[src/core/hbc_pkg.sv]
/*
  Shared constants of the host bus command port: command codes, command
  byte layout, status latch bit positions, reset values and timing.
  Assumes nothing beyond a SystemVerilog compiler.
*/
package hbc_pkg;

  // Command byte layout
  localparam int CMD_CODE_MSB = 7;
  localparam int CMD_CODE_LSB = 4;
  localparam int CMD_ADDR_MSB = 3;
  localparam int CMD_ADDR_LSB = 0;

  // Command codes, high nibble of the command byte
  localparam logic [3:0] CMD_READ_DATA = 4'h7;
  localparam logic [3:0] CMD_ENABLE_INT = 4'h6;
  localparam logic [3:0] CMD_DISABLE_INT = 4'h5;
  localparam logic [3:0] CMD_SELECT = 4'h4;
  localparam logic [3:0] CMD_IDENT_READ = 4'h3;
  localparam logic [3:0] CMD_WRITE_DATA = 4'h2;
  localparam logic [3:0] CMD_STATUS_READ = 4'h1;
  localparam logic [3:0] CMD_SW_RESET = 4'h0;

  // Factory jumper address
  localparam logic [3:0] FACTORY_ADDR = 4'h8;

  // Identification byte, value arbitrary
  localparam logic [7:0] IDENT_BYTE = 8'h5A;

  // Command parity sense: odd over byte plus parity bit
  localparam logic PARITY_SENSE = 1'b1;

  // Interface status latch bit positions
  localparam int ST_DIR = 7;
  localparam int ST_BUSY = 6;
  localparam int ST_CMD_DATA = 5;
  localparam int ST_MSG = 4;
  localparam int ST_REQ = 3;
  localparam int ST_INVALID_REQUEST_FLAG = 2;
  localparam int ST_PARERR = 1;
  localparam int ST_POR = 0;

  // Reset values
  localparam logic MASK_RESET = 1'b1;
  localparam logic POR_RESET = 1'b1;

  // Timing
  localparam longint CLK_HZ = 50000000;
  localparam longint LED_FLASH_HZ = 1;
  localparam int LED_HALF_CYCLES = int'(CLK_HZ / (2 * LED_FLASH_HZ));

  // Width of the synchronised pin bundle
  localparam int PIN_W = 24;

  typedef enum logic [4:0] {
    HBC_IDLE = 5'b00001,
    HBC_RD_DATA = 5'b00010,
    HBC_WR_DATA = 5'b00100,
    HBC_IDENT = 5'b01000,
    HBC_STATUS = 5'b10000
  } hbc_mode_t;

endpackage

[src/core/hbc_host_port.sv]
/*
  Host bus command port of the disk/tape controller: command byte
  capture on strobe 1, address match, parity check, command decode,
  interrupt mask, select latch, status latch and data bus driver.
  Assumes host pins are asynchronous to i_clk and held stable around
  the strobe; controller-core signals share i_clk.
*/
`timescale 1ns/1ps
// Contract
// - Device address comes from four jumpers in binary, factory value eight.
// - Command byte holds code in bits 7..4, address in bits 3..0.
// - Commands latch on strobe 1 only; strobe 2 is ignored.
// - Code 0111 enters read data mode toward the host.
// - Code 0110 clears the interrupt mask.
// - Code 0101 sets the interrupt mask.
// - Parity error and invalid request interrupts pass even when masked.
// - Mask is set after power-up and after software reset.
// - Code 0100 sets select latch; controller clears it when ready.
// - Code 0011 returns a fixed identification byte on the data lines.
// - Code 0010 enters write data mode from the host.
// - Code 0001 drives the status latch onto the data lines.
// - Code 0000 performs a software reset to the initialized state.
// - Software reset starts no diagnostics and leaves drives untouched.
// - Status latch is eight bits, returned only for the status read.
// - Status bit 7 gives direction, valid while request is one.
// - Status bit 6 is busy; no interruption accepted while set.
// - Status bit 5 is command or data, valid while request is one.
// - Loopback jumper loops diagnostics, flashes light at 1 Hz, off on failure.
// - Status bit 3 is the request flag validating bits 7, 5, 4.
// - Status bit 2 set on data read or write while request is zero.
// - Parity error ignores the command, sets status bit 1, interrupts.
// - Status bit 0 is one while diagnostics run or failed; a diagnostic pass clears it even while loopback keeps them running.
module hbc_host_port import hbc_pkg::*; #(
  parameter int LED_HALF = LED_HALF_CYCLES
) (
  input wire logic i_clk,               // Controller clock, 50 MHz
  input wire logic i_reset,             // Synchronous reset, high
  input wire logic [3:0] i_addr_jumper, // Address jumpers, binary
  input wire logic i_loopback_jumper,   // Diagnostic loopback jumper
  input wire logic i_parity_off_jumper, // High disables parity check
  input wire logic [7:0] i_cmd_addr,    // Host command/address byte
  input wire logic i_cmd_parity,        // Host command parity bit
  input wire logic i_strobe1,           // Host command strobe 1
  input wire logic i_strobe2,           // Host strobe 2, unused
  input wire logic [7:0] i_data,        // Host data lines, input side
  input wire logic [7:0] i_ctl_rd_byte, // Core byte for host reads
  input wire logic i_ctl_dir,           // Core: controller to host
  input wire logic i_ctl_busy,          // Core: active after select
  input wire logic i_ctl_cmd_data,      // Core: command/status phase
  input wire logic i_ctl_message,       // Core: message pending
  input wire logic i_ctl_request,       // Core: byte to transfer
  input wire logic i_ctl_ready,         // Core: ready for a command
  input wire logic i_ctl_irq,           // Core: maskable interrupt
  input wire logic i_diag_pass,         // Diagnostics passed, pulse
  input wire logic i_diag_fail,         // Diagnostics failed, pulse
  output logic [7:0] o_data,            // Host data lines, output side
  output logic o_data_oe,               // Host data lines enable
  output logic [7:0] o_wr_byte,         // Filtered host data to core
  output logic o_read_mode,             // Read data mode active
  output logic o_write_mode,            // Write data mode active
  output logic o_select,                // Select latch
  output logic o_int_mask,              // Interrupt mask, high masks
  output logic o_irq,                   // Interrupt request to host
  output logic o_soft_reset,            // Software reset pulse
  output logic o_diag_run,              // Diagnostics should run
  output logic o_power_led              // Power status light
);

  logic [PIN_W-1:0] pin_raw;
  logic [PIN_W-1:0] sync1;
  logic [PIN_W-1:0] sync2;
  logic [PIN_W-1:0] sync3;
  logic [PIN_W-1:0] pin;
  logic [7:0] cmd_byte;
  logic cmd_par;
  logic strobe_lvl;
  logic strobe_prev;
  logic strobe_rise;
  logic [3:0] dev_addr;
  logic par_bad;
  logic addr_hit;
  logic [3:0] cmd_code;
  logic take;
  logic soft_rst;
  hbc_mode_t mode;
  hbc_mode_t next_mode;
  logic invalid_request_flag_flag;
  logic parerr_flag;
  logic por_flag;
  logic diag_failed;
  logic [7:0] status_latch;

  function automatic logic parity_ok(input logic [7:0] b, input logic p);
    parity_ok = ((^b) ^ p) == PARITY_SENSE;
  endfunction

  // Strobe 2 is deliberately left out of the pin bundle
  assign pin_raw = {i_parity_off_jumper, i_loopback_jumper, i_addr_jumper,
                    i_data, i_strobe1, i_cmd_parity, i_cmd_addr};

  // Three-stage synchroniser; stage one feeds stage two only
  always_ff @(posedge i_clk) begin
    if (i_reset) begin
      sync1 <= '0;
      sync2 <= '0;
      sync3 <= '0;
    end else begin
      sync1 <= pin_raw;
      sync2 <= sync1;
      sync3 <= sync2;
    end
  end

  // A bit changes once stages two and three agree
  always_ff @(posedge i_clk) begin
    if (i_reset) begin
      pin <= '0;
    end else begin
      pin <= (sync2 & sync3) | (pin & (sync2 ^ sync3));
    end
  end

  assign cmd_byte = pin[7:0];
  assign cmd_par = pin[8];
  assign strobe_lvl = pin[9];

  always_ff @(posedge i_clk) begin
    if (i_reset) begin
      strobe_prev <= 1'b0;
    end else begin
      strobe_prev <= strobe_lvl;
    end
  end

  assign strobe_rise = strobe_lvl && !strobe_prev;

  // Address follows jumpers once they settle, factory value at reset
  always_ff @(posedge i_clk) begin
    if (i_reset) begin
      dev_addr <= FACTORY_ADDR;
    end else begin
      dev_addr <= pin[21:18];
    end
  end

  assign cmd_code = cmd_byte[CMD_CODE_MSB:CMD_CODE_LSB];
  assign addr_hit = cmd_byte[CMD_ADDR_MSB:CMD_ADDR_LSB] == dev_addr;
  assign par_bad = strobe_rise && !pin[23] && !parity_ok(cmd_byte, cmd_par);
  assign take = strobe_rise && !par_bad && addr_hit;
  assign soft_rst = take && cmd_code == CMD_SW_RESET;

  always_ff @(posedge i_clk) begin
    if (i_reset) begin
      o_soft_reset <= 1'b0;
    end else begin
      o_soft_reset <= soft_rst;
    end
  end

  // Port mode selected by the last accepted command
  always_comb begin
    next_mode = mode;
    if (take) begin
      unique case (cmd_code)
        CMD_READ_DATA: next_mode = HBC_RD_DATA;
        CMD_WRITE_DATA: next_mode = HBC_WR_DATA;
        CMD_IDENT_READ: next_mode = HBC_IDENT;
        CMD_STATUS_READ: next_mode = HBC_STATUS;
        default: next_mode = HBC_IDLE;
      endcase
    end
  end

  always_ff @(posedge i_clk) begin
    if (i_reset) begin
      mode <= HBC_IDLE;
    end else begin
      mode <= next_mode;
    end
  end

  always_ff @(posedge i_clk) begin
    if (i_reset) begin
      o_read_mode <= 1'b0;
      o_write_mode <= 1'b0;
    end else begin
      o_read_mode <= next_mode == HBC_RD_DATA;
      o_write_mode <= next_mode == HBC_WR_DATA;
    end
  end

  // Interrupt mask: masked at reset and on software reset
  always_ff @(posedge i_clk) begin
    if (i_reset || soft_rst) begin
      o_int_mask <= MASK_RESET;
    end else if (take && cmd_code == CMD_DISABLE_INT) begin
      o_int_mask <= 1'b1;
    end else if (take && cmd_code == CMD_ENABLE_INT) begin
      o_int_mask <= 1'b0;
    end
  end

  // Select latch; a new select wins over the core's clear
  always_ff @(posedge i_clk) begin
    if (i_reset || soft_rst) begin
      o_select <= 1'b0;
    end else if (take && cmd_code == CMD_SELECT && !i_ctl_busy) begin
      o_select <= 1'b1;
    end else if (i_ctl_ready) begin
      o_select <= 1'b0;
    end
  end

  // Invalid request: data command with no byte pending
  always_ff @(posedge i_clk) begin
    if (i_reset || soft_rst) begin
      invalid_request_flag_flag <= 1'b0;
    end else if (take && !i_ctl_request &&
                 (cmd_code == CMD_READ_DATA || cmd_code == CMD_WRITE_DATA)) begin
      invalid_request_flag_flag <= 1'b1;
    end else if (take && cmd_code == CMD_STATUS_READ) begin
      invalid_request_flag_flag <= 1'b0;
    end
  end

  // Parity error from any address; set wins over the read clear
  always_ff @(posedge i_clk) begin
    if (i_reset || soft_rst) begin
      parerr_flag <= 1'b0;
    end else if (par_bad) begin
      parerr_flag <= 1'b1;
    end else if (take && cmd_code == CMD_STATUS_READ) begin
      parerr_flag <= 1'b0;
    end
  end

  // Diagnostics state survives software reset
  always_ff @(posedge i_clk) begin
    if (i_reset) begin
      por_flag <= POR_RESET;
    end else if (i_diag_fail) begin
      por_flag <= 1'b1;
    end else if (i_diag_pass && !diag_failed) begin
      por_flag <= 1'b0;
    end
  end

  always_ff @(posedge i_clk) begin
    if (i_reset) begin
      diag_failed <= 1'b0;
    end else if (i_diag_fail) begin
      diag_failed <= 1'b1;
    end
  end

  always_ff @(posedge i_clk) begin
    if (i_reset) begin
      o_diag_run <= 1'b1;
    end else begin
      o_diag_run <= !diag_failed && (pin[22] || por_flag);
    end
  end

  // Qualified bits read zero while no byte is requested
  always_comb begin
    status_latch = 8'h00;
    status_latch[ST_DIR] = i_ctl_request && i_ctl_dir;
    status_latch[ST_BUSY] = i_ctl_busy;
    status_latch[ST_CMD_DATA] = i_ctl_request && i_ctl_cmd_data;
    status_latch[ST_MSG] = i_ctl_request && i_ctl_message;
    status_latch[ST_REQ] = i_ctl_request;
    status_latch[ST_INVALID_REQUEST_FLAG] = invalid_request_flag_flag;
    status_latch[ST_PARERR] = parerr_flag;
    status_latch[ST_POR] = por_flag;
  end

  // Error interrupts bypass the mask; busy holds off core interrupts
  always_ff @(posedge i_clk) begin
    if (i_reset || soft_rst) begin
      o_irq <= 1'b0;
    end else begin
      o_irq <= parerr_flag || invalid_request_flag_flag ||
               (i_ctl_irq && !o_int_mask && !i_ctl_busy);
    end
  end

  // Data line driver by mode; status only after a status read
  always_ff @(posedge i_clk) begin
    if (i_reset) begin
      o_data <= 8'h00;
      o_data_oe <= 1'b0;
    end else begin
      unique case (next_mode)
        HBC_RD_DATA: begin
          o_data <= i_ctl_rd_byte;
          o_data_oe <= 1'b1;
        end
        HBC_IDENT: begin
          o_data <= IDENT_BYTE;
          o_data_oe <= 1'b1;
        end
        HBC_STATUS: begin
          o_data <= status_latch;
          o_data_oe <= 1'b1;
        end
        default: begin
          o_data <= 8'h00;
          o_data_oe <= 1'b0;
        end
      endcase
    end
  end

  always_ff @(posedge i_clk) begin
    if (i_reset) begin
      o_wr_byte <= 8'h00;
    end else begin
      o_wr_byte <= pin[17:10];
    end
  end

  hbc_led_flasher #(
    .HALF_CYCLES(LED_HALF)
  ) u_led (
    .i_clk(i_clk),
    .i_reset(i_reset),
    .i_loopback(pin[22]),
    .i_failed(diag_failed),
    .o_led(o_power_led)
  );

endmodule

[src/core/hbc_led_flasher.sv]
/*
  Power status light driver. Steady on normally, flashes at the
  loopback rate while diagnostics loop, held off after a failure.
  Assumes the single controller clock and a synchronous reset.
*/
`timescale 1ns/1ps
module hbc_led_flasher import hbc_pkg::*; #(
  parameter int HALF_CYCLES = LED_HALF_CYCLES
) (
  input wire logic i_clk,      // Controller clock
  input wire logic i_reset,    // Synchronous reset, high
  input wire logic i_loopback, // Diagnostics looping
  input wire logic i_failed,   // Diagnostic failure seen
  output logic o_led           // Power light, high lit
);

  logic [31:0] div_count;
  logic tick;
  logic phase;

  // Divider gives one enable pulse each half period
  always_ff @(posedge i_clk) begin
    if (i_reset || !i_loopback || div_count == 32'(HALF_CYCLES - 1)) begin
      div_count <= 32'h0;
    end else begin
      div_count <= div_count + 32'h1;
    end
  end

  always_ff @(posedge i_clk) begin
    if (i_reset) begin
      tick <= 1'b0;
    end else begin
      tick <= i_loopback && div_count == 32'(HALF_CYCLES - 1);
    end
  end

  always_ff @(posedge i_clk) begin
    if (i_reset || !i_loopback) begin
      phase <= 1'b1;
    end else if (tick) begin
      phase <= ~phase;
    end
  end

  always_ff @(posedge i_clk) begin
    if (i_reset) begin
      o_led <= 1'b1;
    end else if (i_failed) begin
      o_led <= 1'b0;
    end else begin
      o_led <= phase;
    end
  end

endmodule

[config.mk]
export PLATFORM = sky130hd
export DESIGN_NAME = hbc_host_port
export DESIGN_NICKNAME = d
export VERILOG_FILES = /design/src/core/hbc_pkg.sv /design/src/core/hbc_host_port.sv /design/src/core/hbc_led_flasher.sv
export SDC_FILE = /design/constraint.sdc
export NUM_CORES = 1
export LEC_CHECK = 0
export CAP_MARGIN = 20
export CORE_MARGIN = 2
export CORE_UTILIZATION = 50
export CTS_BUF_LIST = sky130_fd_sc_hd__clkbuf_4
export CTS_CLUSTER_SIZE = 12
export DETAILED_ROUTE_END_ITERATION = 10
export DONT_BUFFER_PORTS = 1
export GPL_TIMING_DRIVEN = 0
export PLACE_DENSITY = 0.61
export SKIP_LAST_GASP = 1
export SLEW_MARGIN = 20
export SYNTH_ARGS = -nofsm -noshare
export SYNTH_HDL_FRONTEND = slang
export SYNTH_SLANG_ARGS = --single-unit
[constraint.sdc]
create_clock -name i_clk -period 5.65 [get_ports i_clk]
set_input_delay 0.2825 -clock i_clk [delete_from_list [all_inputs] [get_ports i_clk]]
set_output_delay 0.2825 -clock i_clk [all_outputs]
set_load 0.01 [all_outputs]
* Yosys cells after proc, flatten, opt, wreduce, memory -nomap -nowiden
Cells that the tools add are included.
Widths: inputs -> output; s select.
** Storage, ports and cells
- Output and inout port bits :: 25
- Bits of input ports :: 44
- Word-level logic and storage cells :: 100
- Register bits after elaboration :: 169
** Operators by class
- Bitwise logic cells :: 6
- Reductions and logical operators :: 45
- Multiplexer cells :: 10
- Equality and inequality tests :: 13
- Add/subtract/negate cells :: 1
** Operator list (number)
- $and 24x24->24 :: 2
- $add 32x1->32 const B :: 1
- $eq 32x25->1 const B :: 1
- $or 24x24->24 :: 1
- $pmux 8 s3 :: 1
- $xor 24x24->24 :: 1
- $logic_and 1x1->1 :: 21
- $pmux 5 s4 :: 1
- $eq 4x3->1 const B :: 4
- $logic_not 1->1 :: 9
- $eq 4x2->1 const B :: 2
- $reduce_xor 8->1 :: 1
- $logic_or 1x1->1 :: 7
- $mux 1 :: 7
- $reduce_bool 2->1 :: 3
- $eq 5x2->1 const B :: 1
- $eq 5x3->1 const B :: 1
- $eq 5x4->1 const B :: 1
- $eq 5x5->1 const B :: 1
- $mux 5 :: 1
- $eq 4x1->1 const B :: 1
- $eq 4x4->1 :: 1
- $logic_not 4->1 :: 1
- $reduce_or 2->1 :: 2
- 3 further kinds :: 3

* Longest topological paths before layout
- Depth after elaboration :: 11
- Depth in mapped cells :: 10
- Depth with buffers taken out :: 8

* Cells and area by module
A second synthesis with hierarchy kept.
** Second synthesis, totals
- Cells, all modules :: 611
- Area total of the unflattened synthesis :: 6204.7 µm²
** By module, submodules not included
- hbc_host_port :: cells an instance 413, area each 4476.8 µm², times used 1, sequential area each 2682.6 µm²
- hbc_led_flasher :: cells an instance 198, area each 1727.9 µm², times used 1, sequential area each 700.7 µm²

* Worst setup path after synthesis
No wires, ideal clock.
- Path type :: reg2reg
- From :: register pin[4]
- To :: register o_data[1]
- Stages on the path, launching flop included :: 9
- Clock period less this slack :: 2.444 ns
- Required time :: 5.520 ns
- Data arrival time :: 2.314 ns
- Buffers on the path :: 0
- Path slack :: 3.206 ns
- Library setup time :: 0.130 ns
- Cells stage by stage :: dfxtp_1 -> inv_1 -> ha_1 -> xnor3_1 -> xnor3_1 -> a211oi_4 -> mux2_2 -> a22oi_1 -> o21ai_0
** Between the ends
- Longest elaborated chain between the ends :: 10
- Elaborated cells on any way between the ends :: 17
- Classes of those cells :: eq/ne: 7; mux: 3; bitwise: 1; reduce/logical: 6
** Ends and longest elaborated chain
- start, declared :: RTL line hbc_host_port.sv:73 : logic [PIN_W-1:0] pin;
- start signal, assigned :: RTL line hbc_host_port.sv:119 : pin <= (sync2 & sync3) | (pin & (sync2 ^ sync3));
- $reduce_xor 8->1 :: RTL line hbc_host_port.sv:94 : parity_ok = ((^b) ^ p) == PARITY_SENSE;
- $xor 1x1->1 :: RTL line hbc_host_port.sv:94
- $logic_not 1->1 :: RTL line hbc_host_port.sv:148 : assign par_bad = strobe_rise && !pin[23] && !parity_ok(cmd_byte, cmd_par);
- $logic_and 1x1->1 :: RTL line hbc_host_port.sv:148
- $logic_not 1->1 :: RTL line hbc_host_port.sv:149 : assign take = strobe_rise && !par_bad && addr_hit;
- $logic_and 1x1->1 (2 in series) :: RTL line hbc_host_port.sv:149
- $mux 5 (*) :: RTL line hbc_host_port.sv:163 : if (take) begin
- $eq 5x5->1 (tied with other cells) :: RTL line hbc_host_port.sv:293 : unique case (next_mode)
- $pmux 8 s3 (*) :: RTL line hbc_host_port.sv:293
- end signal, assigned :: RTL line hbc_host_port.sv:295 : o_data <= i_ctl_rd_byte;
- end signal, assigned :: RTL line hbc_host_port.sv:303 : o_data <= status_latch;
- end, declared :: RTL line hbc_host_port.sv:56 : output logic [7:0] o_data,
Every way passes the cells marked *; elsewhere a longest branch is shown, timed or not.
A chain may end at the register's enable or synchronous reset.

* Worst setup path in the final report
- From :: register pin[4]
- To :: register o_data[4]
Same word-level chain as after synthesis.

==> metrics.md <==
| Metric | Value |
|---|---|
| Core area | `11910 um^2` |
| Seq cells post-synth | `between 150 and 200` |
| Setup CP Type | `reg2reg` |
| P_leak | `2.644 nW` |
| Internal power | `0.001530 W` |
| Most area-consuming cells after synthesis | `dfxtp_1 (56%), nor2b_1 (9.2%), ha_1 (6.4%), nor2_1 (5.1%), xnor2_1 (2.9%)` |
| CP delay by family, top | `buffers and inverters` |
| WP depth | `10` |
| Pins over their slew limit | `0` |
| Synth Instances | `595` |
| Min-delay worst type | `in2reg` |
| First-pass GRT wire length | `between 15 and 20 mm` |
| CTS resizes | `0` |
| Final ANT Viol Nets | `0` |
| WL/cell | `around 13 um` |
| Power Dens Cells | `285.3 nW/um^2` |
| Clk pin slew, worst setup/hold paths | `0.14 ns` |
| I/O Buffers | `0` |
| Worst EP required | `6.10 ns` |
| R2r setup slk | `1.94 ns` |
| CTS Buffer Depth | `2` |
| Most frequent cells after synthesis | `dfxtp_1 (169), nor2b_1 (89), nor2_1 (82), a21oi_1 (34), ha_1 (31)` |
| Comb pwr share | `0.034` |
| GRT Overall Usage | `0.1823` |
| Most common cell in the synthesized netlist | `dfxtp_1` |
| H-tree levels | `4` |
| Crit Path Max Fanout | `8` |
| DR vias/cell | `4.962` |
| CP max-delay cell | `dlygate4sd3_1` |
| Worst Max-Slew Pin Slew | `0.8828 ns` |
| Setup crit start | `pin[4]` |
| Die Ht | `113.8 um` |
| Post-synthesis cell area | `6033 um^2` |
| Sequential share of power | `0.617` |
| Share of post-route cells with drive strength above 1 | `0.05812` |
| Final wirelength | `10.86 mm` |
| FF-to-FF End | `o_data[4]` |
| Maxcap violations | `0` |
| Residual DRC | `0` |
| Vias in the first global route | `between 4000 and 5000` |
| Clock Latency Late Sink | `approximately 0.54 ns` |
| Synth cell types | `46` |
| Number of synthesized flops with an enable pin | `0` |
| Setup TNS | `0 ns` |
| Period utilization | `0.6563` |
| CP peak stage delay | `0.59 ns` |
| CTS root buffer | `clkbuf_4` |
| TritonCTS Buffers | `17` |
| # IOs | `69` |
| Crit Reg-Reg Startpoint | `pin[4]` |
| CP bufs+invs | `3` |
| Clock share of power | `0.349` |
| Clock Skews | `0.01494 ns` |
| GP Congestion | `between 0.8 and 0.9` |
| Horiz. Die Dim | `113.8 um` |
| Synth top area share | `0.5608` |
| Switching Share | `0.2284` |
| Yosys top cell by area | `dfxtp_1` |
| Initial core utilization | `0.5065` |
| Yosys Warn Count | `0` |
| Worst-path cell chain | `inv_1, ha_1, xnor3_1, xnor3_1, a211oi_4, mux2_2, nand3_1, dlygate4sd3_1, a21oi_1, dlygate4sd3_1` |
| Syn Area/Cell | `10.14 um^2` |
| Drt first pass iters | `5` |
| 1st-iter DRT viols | `167` |
| Hold Fails Final Rpt | `0` |
| Nets@finish | `about 730` |
| Post-layout min period | `approximately 3.7 ns` |
| Critical path endpoint | `o_data[4]` |
| Psw | `0.0004529 W` |
| DP HPWL | `about 7.4 mm` |
| Ant diodes | `0` |
| Net Count, Synth | `670` |
| Ys async rst share | `0` |
| Vias | `4059` |
| Crit path DAT | `4.16 ns` |
| CTS tree | `built` |
| Crit start category | `flip-flop` |
| Post-synthesis sequential area ratio | `0.5608` |
| Largest net degree at the start of global routing | `17` |
| Main synth FF type | `dfxtp_1` |
| Max VDD drop | `0.1815 mV` |
| Row count | `40` |
| Status | `finished clean` |
| Cell count of the worst reg-to-reg path | `10` |
| Final setup fails | `0` |
| Initial antenna violation count | `0` |
| Full die area | `between 10000 and 15000 um^2` |
| Tot Pwr | `between 0.0015 and 0.002 W` |
| Highest clock rate | `approximately 0.27 GHz` |
| RSZ-0062 raised after global routing | `no` |
| Slew headroom | `0.4060` |
| Area grow syn2layout | `15.22%` |
| GRT Residual Overflow | `0` |
| Sink Count | `169` |
| Crit end category | `flip-flop` |
## layer usage
metal | global-route usage | vias to the layer above | part of all wire
met5 | 0 | - | 0
li1 | - | 2106 | -
met2 | 0.3030 | 79 | 0.48
met3 | 0.04623 | 21 | 0.034
met4 | 0.08537 | 0 | 0.023
met1 | 0.2229 | 1853 | 0.46
## cell families after synthesis
kind of cell | Yosys count | share of synthesized area
buf+inv | 32 | 0.02136
simple gates | 260 | 0.2236
fa+ha+maj | 31 | 0.06429
flops | 169 | 0.5608
mux | 4 | 0.007051
compound gates | 59 | 0.06035
xor+xnor | 40 | 0.06263
## flip-flops by register name (all words and copies together) (netlist names), 4 cells and up
| name | count |
|---|---|
| dev_addr | 4 |
| mode | 5 |
| sync1 | 24 |
| o_data | 8 |
| u_led.div_count | 32 |
| o_wr_byte | 8 |
| pin | 24 |
| sync3 | 24 |
| sync2 | 24 |
## worst register-to-register path, delay by kind of cell (launching register included)
kind / cells / cell delay (ns)
simple gates: 1 / 0.11
flops: 1 / 0.41
buf+inv: 3 / 1.23
compound gates: 2 / 0.45
fa+ha+maj: 1 / 0.30
mux: 1 / 0.47
xor+xnor: 2 / 0.64
## metrics by stage
step	setup slack [ns]	util	instances	area [um^2]	hold WS (ns)
6_report	1.942	0.5836	818	6952	0.3838
5_1_grt	1.851	0.5836	818	6952	0.3327
3_3_place_gp	2.990	0.5220	742	6217	0.3894
4_1_cts	2.026	0.5831	818	6945	0.3229
3_5_place_dp	2.967	0.5220	742	6217	0.3998
2_1_floorplan	3.206	-	595	6033	0.3862
## worst min path at each step
stage | start | to | slack, ns | cells after the start
after floorplan | i_diag_fail | por_flag | 0.39 | 1
after global placement | i_diag_fail | por_flag | 0.39 | 1
after detailed placement | i_diag_fail | por_flag | 0.40 | 1
after CTS | i_addr_jumper[3] | sync1[21] | 0.32 | 2
after global routing | i_addr_jumper[3] | sync1[21] | 0.33 | 2
final | i_addr_jumper[1] | sync1[19] | 0.38 | 2
## placed cells by master, fill, tap and decap left out, drive strengths merged, types with 2 or more instances in the layout
| cell type | count |
|---|---|
| a211oi | 2 |
| a21oi | 34 |
| a22oi | 6 |
| a31oi | 3 |
| a32oi | 2 |
| and3 | 7 |
| and4 | 2 |
| buf | 3 |
| bufinv | 2 |
| clkbuf | 39 |
| clkinv | 4 |
| clkinvlp | 3 |
| dfxtp | 169 |
| dlygate4sd3 | 44 |
| ha | 31 |
| inv | 13 |
| mux2 | 2 |
| mux2i | 2 |
| nand2 | 23 |
| nand2b | 6 |
| nand3 | 23 |
| nand4 | 7 |
| nor2 | 82 |
| nor2b | 89 |
| nor3 | 6 |
| nor4 | 5 |
| o21ai | 4 |
| o31ai | 2 |
| xnor2 | 20 |
| xnor3 | 2 |
| xor2 | 18 |
## final cells by class
type	instances	area (um^2)
Tap cell	147	183.9
Multi-Input combinational cell	394	2527
Timing Repair Buffer	44	440.4
Fill cell	1079	4960
Clock buffer	19	142.6
Clock inverter	13	145.1
Buffer	23	95.09
Inverter	9	33.78
Sequential cell	169	3383
## repair_timing
action | CTS | global route
endpoints found under the hold margin | 41 | 0
setup buffers | 0 | 0
hold buffers | 44 | 0
## power groups by stage
stage / Sequential, W / Combinational, W / Clock, W
3_5_place_dp: 0.00125 / 0.0000493 / 0
2_1_floorplan: 0.00125 / 0.0000370 / 0
3_3_place_gp: 0.00125 / 0.0000484 / 0
5_1_grt: 0.00123 / 0.0000778 / 0.000768
4_1_cts: 0.00122 / 0.0000699 / 0.000716
6_report: 0.00122 / 0.0000682 / 0.000691
Note: power is estimated with default switching activity, not from simulation.
